`config.mk`:
```
export PLATFORM = sky130hd
export DESIGN_NAME = fsc_status_ctrl
export DESIGN_NICKNAME = d
export VERILOG_FILES = /design/src/fsc_pkg.sv /design/src/fsc_float_regs.sv /design/src/fsc_status_ctrl.sv
export SDC_FILE = /design/constraint.sdc
export NUM_CORES = 2
export LEC_CHECK = 0
export BUFFER_PORTS_ARGS = -buffer_cell sky130_fd_sc_hd__buf_4
export CAP_MARGIN = 10
export CORE_MARGIN = 5
export CORE_UTILIZATION = 62
export DETAILED_ROUTE_END_ITERATION = 7
export MAX_ROUTING_LAYER = met4
export PLACE_DENSITY = 0.81
export SYNTH_ARGS = -nofsm -noshare
export SYNTH_HDL_FRONTEND = slang
export SYNTH_SLANG_ARGS = --single-unit
```
`constraint.sdc`:
```
create_clock -name ref_clk -period 4.8 [get_ports ref_clk]
set_input_delay 0.48 -clock ref_clk [delete_from_list [all_inputs] [get_ports ref_clk]]
set_output_delay 0.48 -clock ref_clk [all_outputs]
set_load 0.1 [all_outputs]
```
`src/fsc_pkg.sv`:
```
`default_nettype none
package fsc_pkg;
  // status word is numbered msb-first: bit 0 is the exception summary
  localparam int FSC_WORD_W      = 32;
  localparam int FSC_FREG_W      = 64;
  localparam int FSC_FREG_N      = 32;
  localparam int FSC_FREG_AW     = 5;
  localparam int FSC_STATUS_LO   = 0;
  localparam int FSC_STATUS_HI   = 23;
  localparam int FSC_CTRL_LO     = 24;
  localparam int FSC_CTRL_HI     = 31;
  localparam int FSC_FX_BIT      = 0;
  localparam int FSC_FEX_BIT     = 1;
  localparam int FSC_VX_BIT      = 2;
  localparam int FSC_OX_BIT      = 3;
  localparam int FSC_UX_BIT      = 4;
  localparam int FSC_ZX_BIT      = 5;
  localparam int FSC_FR_BIT      = 13;
  localparam int FSC_RES_LO      = 13;
  localparam int FSC_RES_W       = 8;
  // enable k sits at FSC_EN_LO+k and guards summary/exception bit FSC_VX_BIT+k
  localparam int FSC_EN_LO       = 24;
  localparam int FSC_EN_N        = 5;
  localparam int FSC_FIELD_N     = 8;
  // masks written msb-first to match the bit numbering
  localparam logic [0:31] FSC_STICKY_MASK  = 32'h9FF80700;
  localparam logic [0:31] FSC_EXC_MASK     = 32'h1FF80700;
  localparam logic [0:31] FSC_INVALID_MASK = 32'h01F80700;
  localparam logic [63:0] FSC_RD_RESET     = 64'h0000000000000000;
  localparam logic [3:0]  FSC_COND_RESET   = 4'h0;

  typedef enum logic [2:0] {
    FSC_OP_FIELD_TO_COND = 3'b000,
    FSC_OP_TO_FIELDS     = 3'b001,
    FSC_OP_IMM_TO_FIELD  = 3'b010,
    FSC_OP_CLEAR_BIT     = 3'b011,
    FSC_OP_SET_BIT       = 3'b100
  } fsc_op_t;
endpackage
`default_nettype wire

```
`src/fsc_float_regs.sv`:
```
`timescale 1ns/100ps
`default_nettype none
module fsc_float_regs
  import fsc_pkg::*;
(
  input  wire logic                   ref_clk,
  input  wire logic                   sys_rst,
  input  wire logic                   wrEn,
  input  wire logic [FSC_FREG_AW-1:0] wrAddr,
  input  wire logic [FSC_FREG_W-1:0]  wrData,
  input  wire logic [FSC_FREG_AW-1:0] rdAddrA,
  input  wire logic [FSC_FREG_AW-1:0] rdAddrB,
  output logic      [FSC_FREG_W-1:0]  rdDataA_r,
  output logic      [FSC_FREG_W-1:0]  rdDataB_r
);
  // contents survive reset, so the array has no reset branch
  logic [FSC_FREG_W-1:0] floatRegister [FSC_FREG_N];
  logic [FSC_FREG_W-1:0] rdDataA_nxt;
  logic [FSC_FREG_W-1:0] rdDataB_nxt;

  always_comb
  begin
    rdDataA_nxt = floatRegister[rdAddrA];
    rdDataB_nxt = floatRegister[rdAddrB];
  end

  always_ff @(posedge ref_clk)
  begin
    if (wrEn)
    begin
      floatRegister[wrAddr] <= wrData;
    end
  end

  // read ports see the old word on a same-cycle write
  always_ff @(posedge ref_clk or posedge sys_rst)
  begin
    if (sys_rst)
    begin
      rdDataA_r <= FSC_RD_RESET;
      rdDataB_r <= FSC_RD_RESET;
    end
    else
    begin
      rdDataA_r <= rdDataA_nxt;
      rdDataB_r <= rdDataB_nxt;
    end
  end

  property p_write_read;
    @(posedge ref_clk) disable iff (sys_rst)
    wrEn ##1 (!wrEn && rdAddrA == $past(wrAddr)) |=> rdDataA_r == $past(wrData, 2);
  endproperty
  a_write_read: assert property (p_write_read) else $error("register file lost a write");
endmodule
`default_nettype wire

```
`src/fsc_status_ctrl.sv`:
```
`timescale 1ns/100ps
`default_nettype none
module fsc_status_ctrl
  import fsc_pkg::*;
(
  input  wire logic                   ref_clk,
  input  wire logic                   sys_rst,
  input  wire logic                   wbValid,
  input  wire logic [FSC_FREG_AW-1:0] wbAddr,
  input  wire logic [FSC_FREG_W-1:0]  wbData,
  input  wire logic [FSC_FREG_AW-1:0] rdAddrA,
  input  wire logic [FSC_FREG_AW-1:0] rdAddrB,
  output logic      [FSC_FREG_W-1:0]  rdDataA_r,
  output logic      [FSC_FREG_W-1:0]  rdDataB_r,
  input  wire logic                   statusValid,
  input  wire logic [0:31]            excFlags,
  input  wire logic [0:7]             resultFlags,
  input  wire logic                   opValid,
  input  wire fsc_op_t                opCode,
  input  wire logic [2:0]             opField,
  input  wire logic [0:7]             opFieldMask,
  input  wire logic [0:31]            opData,
  input  wire logic [3:0]             opImm,
  input  wire logic [4:0]             opBit,
  output logic      [0:31]            floatStatusControl_r,
  output logic      [3:0]             condField_r,
  output logic                        condValid_r
);
  logic [0:31] floatStatusControl_nxt;
  logic [3:0]  condField_nxt;
  logic        condValid_nxt;
  logic [0:31] work;
  logic [0:31] rise;
  logic [4:0]  fieldIdx;
  logic        enabledAny;
  logic        primed_r;

  fsc_float_regs u_regs (
    .ref_clk   (ref_clk),
    .sys_rst   (sys_rst),
    .wrEn      (wbValid),
    .wrAddr    (wbAddr),
    .wrData    (wbData),
    .rdAddrA   (rdAddrA),
    .rdAddrB   (rdAddrB),
    .rdDataA_r (rdDataA_r),
    .rdDataB_r (rdDataB_r)
  );

  always_comb
  begin
    work          = floatStatusControl_r;
    rise          = '0;
    fieldIdx      = {opField, 2'b00};
    enabledAny    = 1'b0;
    condField_nxt = condField_r;
    condValid_nxt = 1'b0;
    if (opValid)
    begin
      unique case (opCode)
        FSC_OP_FIELD_TO_COND:
        begin
          // copy first, then drop the copied exception bits
          condField_nxt        = floatStatusControl_r[fieldIdx +: 4];
          condValid_nxt        = 1'b1;
          work[fieldIdx +: 4]  = work[fieldIdx +: 4] & ~FSC_STICKY_MASK[fieldIdx +: 4];
        end
        FSC_OP_TO_FIELDS:
        begin
          for (int k = 0; k < FSC_FIELD_N; k++)
          begin
            if (opFieldMask[k])
            begin
              work[4*k +: 4] = opData[4*k +: 4];
            end
          end
        end
        FSC_OP_IMM_TO_FIELD:
        begin
          work[fieldIdx +: 4] = opImm;
        end
        FSC_OP_CLEAR_BIT:
        begin
          work[opBit] = 1'b0;
        end
        FSC_OP_SET_BIT:
        begin
          work[opBit] = 1'b1;
        end
        default:
        begin
          work = floatStatusControl_r;
        end
      endcase
    end
    // writeback sets after the instruction so a same-cycle event is kept
    if (statusValid)
    begin
      rise = excFlags & FSC_EXC_MASK & ~work;
      work = work | (excFlags & FSC_EXC_MASK);
      if (|rise)
      begin
        work[FSC_FX_BIT] = 1'b1;
      end
      work[FSC_RES_LO +: FSC_RES_W] = resultFlags;
    end
    // derived bits overwrite anything an instruction put there
    work[FSC_VX_BIT] = |(work & FSC_INVALID_MASK);
    for (int k = 0; k < FSC_EN_N; k++)
    begin
      enabledAny = enabledAny | (work[FSC_VX_BIT + k] & work[FSC_EN_LO + k]);
    end
    work[FSC_FEX_BIT]      = enabledAny;
    floatStatusControl_nxt = work;
  end

  // no reset: the status word keeps its contents across reset
  always_ff @(posedge ref_clk)
  begin
    floatStatusControl_r <= floatStatusControl_nxt;
  end

  always_ff @(posedge ref_clk or posedge sys_rst)
  begin
    if (sys_rst)
    begin
      condField_r <= FSC_COND_RESET;
      condValid_r <= 1'b0;
    end
    else
    begin
      condField_r <= condField_nxt;
      condValid_r <= condValid_nxt;
    end
  end

  // helper for checks: word is fully known after one all-fields move
  always_ff @(posedge ref_clk or posedge sys_rst)
  begin
    if (sys_rst)
    begin
      primed_r <= 1'b0;
    end
    else if (opValid && opCode == FSC_OP_TO_FIELDS && opFieldMask == 8'hFF)
    begin
      primed_r <= 1'b1;
    end
  end

  property p_sticky_hold;
    @(posedge ref_clk) disable iff (sys_rst || !primed_r)
    !opValid |=> ((floatStatusControl_r & $past(floatStatusControl_r) & FSC_STICKY_MASK)
                 == ($past(floatStatusControl_r) & FSC_STICKY_MASK));
  endproperty
  a_sticky_hold: assert property (p_sticky_hold) else $error("sticky bit dropped");

  property p_enabled_summary;
    @(posedge ref_clk) disable iff (sys_rst || !primed_r)
    ##1 floatStatusControl_r[FSC_FEX_BIT] ==
      |(floatStatusControl_r[FSC_VX_BIT +: FSC_EN_N] & floatStatusControl_r[FSC_EN_LO +: FSC_EN_N]);
  endproperty
  a_enabled_summary: assert property (p_enabled_summary) else $error("enabled summary wrong");

  property p_invalid_summary;
    @(posedge ref_clk) disable iff (sys_rst || !primed_r)
    ##1 floatStatusControl_r[FSC_VX_BIT] == |(floatStatusControl_r & FSC_INVALID_MASK);
  endproperty
  a_invalid_summary: assert property (p_invalid_summary) else $error("invalid summary wrong");

  property p_rise_sets_summary;
    @(posedge ref_clk) disable iff (sys_rst || !primed_r)
    (statusValid && !opValid && |(excFlags & FSC_EXC_MASK & ~floatStatusControl_r))
      |=> floatStatusControl_r[FSC_FX_BIT];
  endproperty
  a_rise_sets_summary: assert property (p_rise_sets_summary) else $error("summary not set");

  property p_copy_clears_summary;
    @(posedge ref_clk) disable iff (sys_rst)
    (opValid && opCode == FSC_OP_FIELD_TO_COND && opField == 3'h0 && !statusValid)
      |=> !floatStatusControl_r[FSC_FX_BIT] && condValid_r ##1 !condValid_r || $past(opValid);
  endproperty
  a_copy_clears_summary: assert property (p_copy_clears_summary) else $error("copy kept summary");

  property p_set_bit_summary;
    @(posedge ref_clk) disable iff (sys_rst)
    (opValid && opCode == FSC_OP_SET_BIT && opBit == 5'h00) |=> floatStatusControl_r[FSC_FX_BIT];
  endproperty
  a_set_bit_summary: assert property (p_set_bit_summary) else $error("set bit ignored");

  property p_overflow_recorded;
    @(posedge ref_clk) disable iff (sys_rst)
    (statusValid && excFlags[FSC_OX_BIT] && excFlags[FSC_ZX_BIT])
      |=> floatStatusControl_r[FSC_OX_BIT] && floatStatusControl_r[FSC_ZX_BIT];
  endproperty
  a_overflow_recorded: assert property (p_overflow_recorded) else $error("flag not recorded");

  property p_round_flag;
    @(posedge ref_clk) disable iff (sys_rst)
    statusValid |=> floatStatusControl_r[FSC_FR_BIT] == $past(resultFlags[0]);
  endproperty
  a_round_flag: assert property (p_round_flag) else $error("fraction rounded flag wrong");

  c_copy_field: cover property (@(posedge ref_clk) disable iff (sys_rst) condValid_r);
  c_exception_rise: cover property (@(posedge ref_clk) disable iff (sys_rst)
    statusValid && excFlags[FSC_UX_BIT] ##1 floatStatusControl_r[FSC_FX_BIT]);
  c_clear_bit: cover property (@(posedge ref_clk) disable iff (sys_rst)
    opValid && opCode == FSC_OP_CLEAR_BIT);
endmodule
`default_nettype wire

```
* Yosys cells after proc, flatten, opt, wreduce, memory -nomap -nowiden *
Memories as Yosys holds them, arrays and structs flattened. A register that Yosys moved wholly into a read port is not among the register bits.
Cells that the tools add are included.

word-level totals
  flip-flop bits (word level) = 37
  latch bits = 0
  bits in writable memories = 2048
  bits in read-only memories = 0
  bits of input ports = 179
  output and inout port bits = 165
  logic and storage cells = 60
  memories kept = 1

memories
  name                  depth  width  rd ports  clocked after memory_dff  write ports  line                  text
  u_regs.floatRegister  32     64     2         2                         1            fsc_float_regs.sv:17  logic [FSC_FREG_W-1:0] floatRegister [FSC_FREG_N];

cells by class
  $add $sub $neg = 1
  $mul = 0
  div/mod/pow operators = 0
  order comparisons = 2
  equal/unequal tests = 4
  shifts and indexed selects = 5
  muxes and demuxes = 20
  bitwise gates (word level) = 19
  reductions and logical operators = 5

operator list
  kind                                                         number
  one-hot mux 32 bit (5 select lines)                          1
  variable part select 33 x 7 -> 32 bit                        2
  bitwise mux 32 bit                                           2
  two-way mux 32 bit                                           2
  inverter 32 bit                                              2
  variable shift 33 x 7 -> 32 bit, first input constant        1
  variable part select 32 x 6 -> 33 bit                        1
  variable part select 32 x 6 -> 33 bit, first input constant  1
  bitwise AND 29 x 32 -> 32 bit                                1
  bitwise AND 32 bit                                           1
  two-way mux 4 bit                                            8
  OR 32 x 29 -> 32 bit                                         1
  OR 32 bit                                                    1
  OR reduction 32 bit                                          1
  inverter 5 -> 6 bit                                          2
  OR reduction 9 bit                                           1
  negator 6 -> 7 bit                                           1
  equality test 3 x 2 -> 1 bit, second input constant          2
  >= comparator 6 bit, second input constant                   1
  < comparator 6 x 1 -> 1 bit, second input constant           1
  two-way mux 1 bit                                            6
  bitwise AND 1 bit                                            5
  demux 1 bit (select 5 bit)                                   1
  bitwise AND 4 bit                                            1
  other kinds (7)                                              10

* Longest topological paths before layout *
  word-level depth = 20
  gate-level depth with buffers = 12
  mapped depth without buffers = 9

* Modules after synthesis *
A second synthesis with hierarchy kept.

unflattened totals
  cell total of the unflattened synthesis = 4746
  area, all modules = 101325.9 µm²

by module, submodules not included
  module           instances  cells an instance  area each (µm²)  seq. area each (µm²)
  fsc_float_regs   1          4197               97164.4          64702.1
  fsc_status_ctrl  1          549                4161.5           875.8

* Worst setup path after synthesis *
Ideal clock, no wire load.

  path type = input-to-reg
  from = input port wbAddr[1]
  to = memory u_regs.floatRegister[12][0], enable pin
  setup time = 486 ps
  arrival = 3816 ps
  data required time = 4314 ps
  slack = 498 ps
  stages = 3
  path buffers = 1
  cells stage by stage = or3b_2 clkbuf_1 nor2_1

RTL lines
  what                line                  text
  start: declaration  fsc_status_ctrl.sv:9  input wire logic [FSC_FREG_AW-1:0] wbAddr,
  end: declaration    fsc_float_regs.sv:17

Straight into the memory's write port.

* Worst setup path after layout *
  from = input port opField[1]
  to = register floatStatusControl_r[1] in the netlist's numbering

on the way
  longest elaborated chain between the ends = 16
  elaborated cells on any way between the ends = 25

RTL lines
  what                                        line                                          text
  start: declaration                          fsc_status_ctrl.sv:20                         input wire logic [2:0] opField,
  inverter 5 -> 6 bit *                       fsc_status_ctrl.sv:66, fsc_status_ctrl.sv:80
  variable part select 32 x 6 -> 33 bit       fsc_status_ctrl.sv:66                         work[fieldIdx +: 4] = work[fieldIdx +: 4] & ~FSC_STICKY_MASK[fieldIdx +: 4];
  inverter 4 bit                              fsc_status_ctrl.sv:66
  bitwise AND 4 bit                           fsc_status_ctrl.sv:66
  variable part select 33 x 7 -> 32 bit       fsc_status_ctrl.sv:66
  bitwise mux 32 bit                          fsc_status_ctrl.sv:66
  one-hot mux 32 bit (5 select lines) *       fsc_status_ctrl.sv:60                         unique case (opCode)
  two-way mux 32 bit *                        fsc_status_ctrl.sv:58                         if (opValid)
  OR 32 x 29 -> 32 bit                        fsc_status_ctrl.sv:100                        work = work | (excFlags & FSC_EXC_MASK);
  two-way mux 32 bit *                        fsc_status_ctrl.sv:97                         if (statusValid)
  named net floatStatusControl_nxt (one bit)  fsc_status_ctrl.sv:29                         logic [0:31] floatStatusControl_nxt;
  OR reduction 9 bit *                        fsc_status_ctrl.sv:108                        work[FSC_VX_BIT] = |(work & FSC_INVALID_MASK);
  named net floatStatusControl_nxt (one bit)  fsc_status_ctrl.sv:29
  bitwise AND 1 bit *                         fsc_status_ctrl.sv:111                        enabledAny = enabledAny | (work[FSC_VX_BIT + k] & work[FSC_EN_LO + k]);
  OR 1 bit * (4 in series)                    fsc_status_ctrl.sv:111
  named net enabledAny                        fsc_status_ctrl.sv:35                         logic enabledAny;
  end signal: assignment                      fsc_status_ctrl.sv:120                        floatStatusControl_r <= floatStatusControl_nxt;
  end: declaration                            fsc_status_ctrl.sv:25                         output logic [0:31] floatStatusControl_r,

The timed path passes the listed nets; every way through them passes the cells marked *.
A chain may end at the register's enable or synchronous reset.

==> flow_summary.ini <==
[status]
status = finished, final reports clean

[synthesis]
synth.most_common_cell = edfxtp_1
yosysUniqueCellTypes = 75
synth_edf_count = 2059
synth_area_sq_um = 100000
syn_inst = 4472
synth_commonest_cells = edfxtp_1, mux4_2, clkbuf_1
netlist.area_leader.share = 0.616
async_flop_share = 0.0601
synth-main-ff-cell = edfxtp_1
yosys.area_share.simple = 0.0132
ys_ff_latch = 2213
synth_compound_area_frac = 0.0142
synth_top_area_cell = edfxtp_1
synthXorXnorAreaFrac = 0
syn-mean-instance-area_sq_um = 22.5
synth.yosys.seq_area_share = 0.653
synth_fa_ha_area_frac = 0.000498
synth_top_family_by_area = multiplexers
ys_warn_count = 0
syn-num-nets = 4655
synth_mux_area_frac = 0.305
synth.area.top_cells = edfxtp_1, mux4_2, dfrtp_1

[die]
dieArea_sq_um = 170000
io_pins = 344
die_w_um = 412
start_util = 0.625
die_h_um = 412
fp-row-count = 147
core-area_sq_um = 161000

[clock_tree]
cts_buffer_depth = 3
cts_tree = yes
numCtsBuffers = 216
clkSinkCount = 2213
cts_max_level = 4
insertion_delay_ns = 0.86
root_buffer = clkbuf_16
clk_pin_slew_ns = 0.07

[global_route]
antenna_found_initial = 12
grt_overflow = 0
grt_pass1_wl_um = 429000
track_usage = 0.369
grt_pass1_vias = 59100
grt_max_degree = 98

[route]
avgRoutedWirePerCell_um = 41.2
dr_total_vias = 57300
ant_nets = 0
vias_per_cell = 7.87
drtIter0Drc = 9699
drt-pass1-iter-count = 6
wl_um = 300000
route.detailed.drc = 0

[timing]
setup_viol = 0
rsz0062_at_grt = no
relSlewSlack = 0.138
final.setup.tns_ns = 0
worst_pin_slew_ns = 1.29
clock.fmax_mhz = 281
skew_ns = 0.0280
final.min_clock_period_ns = 3.56
slew_viol_final = 0
whs_ns = 0.0739
min_period_over_period = 0.741
hold_violations = 0

[worst_setup_path]
crit_arrival_ns = 4.30
startpoint_type = input port
rr_worst_depth = 7
critPathMaxFanout = 21
endpoint_kind = flip-flop
cp.required_ns = 5.54
crit_type = in -> reg

[power_and_ir_drop]
irDropWorstVdd_v = 0.000394
leakage_nw = 36.6
cellPowerDensity_nw_per_um2 = 387

[final_layout]
drive_gt1_frac = 0.447
postLayoutCellArea_sq_um = 115000
nFillCells = 8956
area_growth_pct = 14.3
finalNetCount = 5105

[placement]
io_buffers = 322
dp_hpwl_um = 152000
gp_congestion = 0.965
placed_area_sq_um = 107000

[min_path]
hold_depth = 3
hp-class = in -> reg

[flow_run]
max_cap_violations = 0
-- critical path, cell delays in order --
cell	delay, ns
dlygate4sd3_1	0.54
buf_4	0.23
inv_1	0.19
ha_1	0.33
and2_0	0.37
nor3_1	0.10
a211oi_1	0.40
o221ai_1	0.22
or4_1	0.48
or4_4	0.54
a2111o_1	0.42
-- area by class of cell --
type / count / area, sq um / share of cell area
clock inverter: 116 / 1250 / 0.0109
timing repair buffer: 576 / 5480 / 0.0477
antenna: 13 / 32.5 / 0.000283
inverter: 17 / 71.3 / 0.000621
multi-input combinational: 1898 / 33700 / 0.293
clock buffer: 292 / 6000 / 0.0523
tap: 2160 / 2700 / 0.0235
sequential: 2213 / 65600 / 0.571
-- layer usage --
layer,wire (um),GRT usage,up-vias
met5,0,-,-
met3,42900,0.0936,945
li1,-,-,20800
met1,98700,0.494,30100
met4,14800,0.148,0
met2,144000,0.557,5484
-- flip-flops by register name, summed over array words and instances (netlist names), named ones only --
name and cells:
condField_r 4, condValid_r 1, floatStatusControl_r 21, u_regs.floatRegister 2048, u_regs.rdDataA_r 64, u_regs.rdDataB_r 64
-- stage by stage --
stage / util / total power [mW] / std cells / setup WS, ns
2_1_floorplan: - / 25.7 / 4472 / 0.498
3_3_place_gp: 0.663 / 27.3 / 6772 / 0.937
3_5_place_dp: 0.663 / 27.4 / 6772 / 0.949
4_1_cts: 0.714 / 44.6 / 7272 / 1.38
5_1_grt: 0.714 / 45.7 / 7282 / 1.14
6_report: 0.714 / 44.5 / 7285 / 1.24
-- power breakdown --
group	total [mW]	internal, mW	switching, mW
sequential	21.8	21.5	0.288
combinational	5.34	1.95	3.39
clock	17.3	9.91	7.42
total	44.5	33.4	11.1
-- logic make-up after synthesis --
group | after synthesis
DFF | 2213
muxes | 1434
and+or+nand+nor | 254
AOI/OAI and AO/OA | 206
adders and majority gates | 4
buffers and inverters | 361
-- layout by cell type, fill, tap and decap left out, types with 7 or more instances in the layout --
cell           instances
inv_1                 16
nor2b_1               11
nor3_1                10
o22ai_1                9
nand3b_1              11
a32oi_1               11
dlygate4sd3_1         92
nor2_4                32
mux2_2               133
diode_2               13
buf_4                405
dfrtp_1              133
a21boi_0               7
buf_12                69
clkinv_2              45
o21ai_0               53
nor2_1                44
a21oi_1               35
nand3_1               39
bufinv_16             21
clkinvlp_4             8
clkbuf_16            222
nand2b_1               8
clkbuf_8              19
nand2_1               48
mux2i_1               13
dfxtp_1               21
edfxtp_1            2059
clkinv_1              29
clkbuf_1              52
o211ai_1              10
mux4_2              1288
a31oi_1                8
a21o_1                10
-- path summary, 6_finish.rpt --
| check | from | slack, ns | to |
|---|---|---|---|
| worst max register to register | floatStatusControl_r[21] | 1.74 | floatStatusControl_r[1] |
| max in group asynchronous | sys_rst | 3.22 | u_regs.rdDataB_r[29] |
| worst min-delay path | excFlags[21] | 0.07 | floatStatusControl_r[21] |
| worst min register to register | condField_r[3] | 0.56 | condField_r[3] |
| min in group asynchronous | sys_rst | 0.41 | u_regs.rdDataB_r[51] |
| worst max-delay path | opField[1] | 1.24 | floatStatusControl_r[1] |
-- timing repair --
| item | in CTS | in global routing |
|---|---|---|
| resized for setup | 0 | 0 |
| setup buffers | 0 | 0 |
| hold endpoints to repair | 2124 | 0 |
| hold buffers | 92 | 0 |
Note: power is estimated with default switching activity, not from simulation.
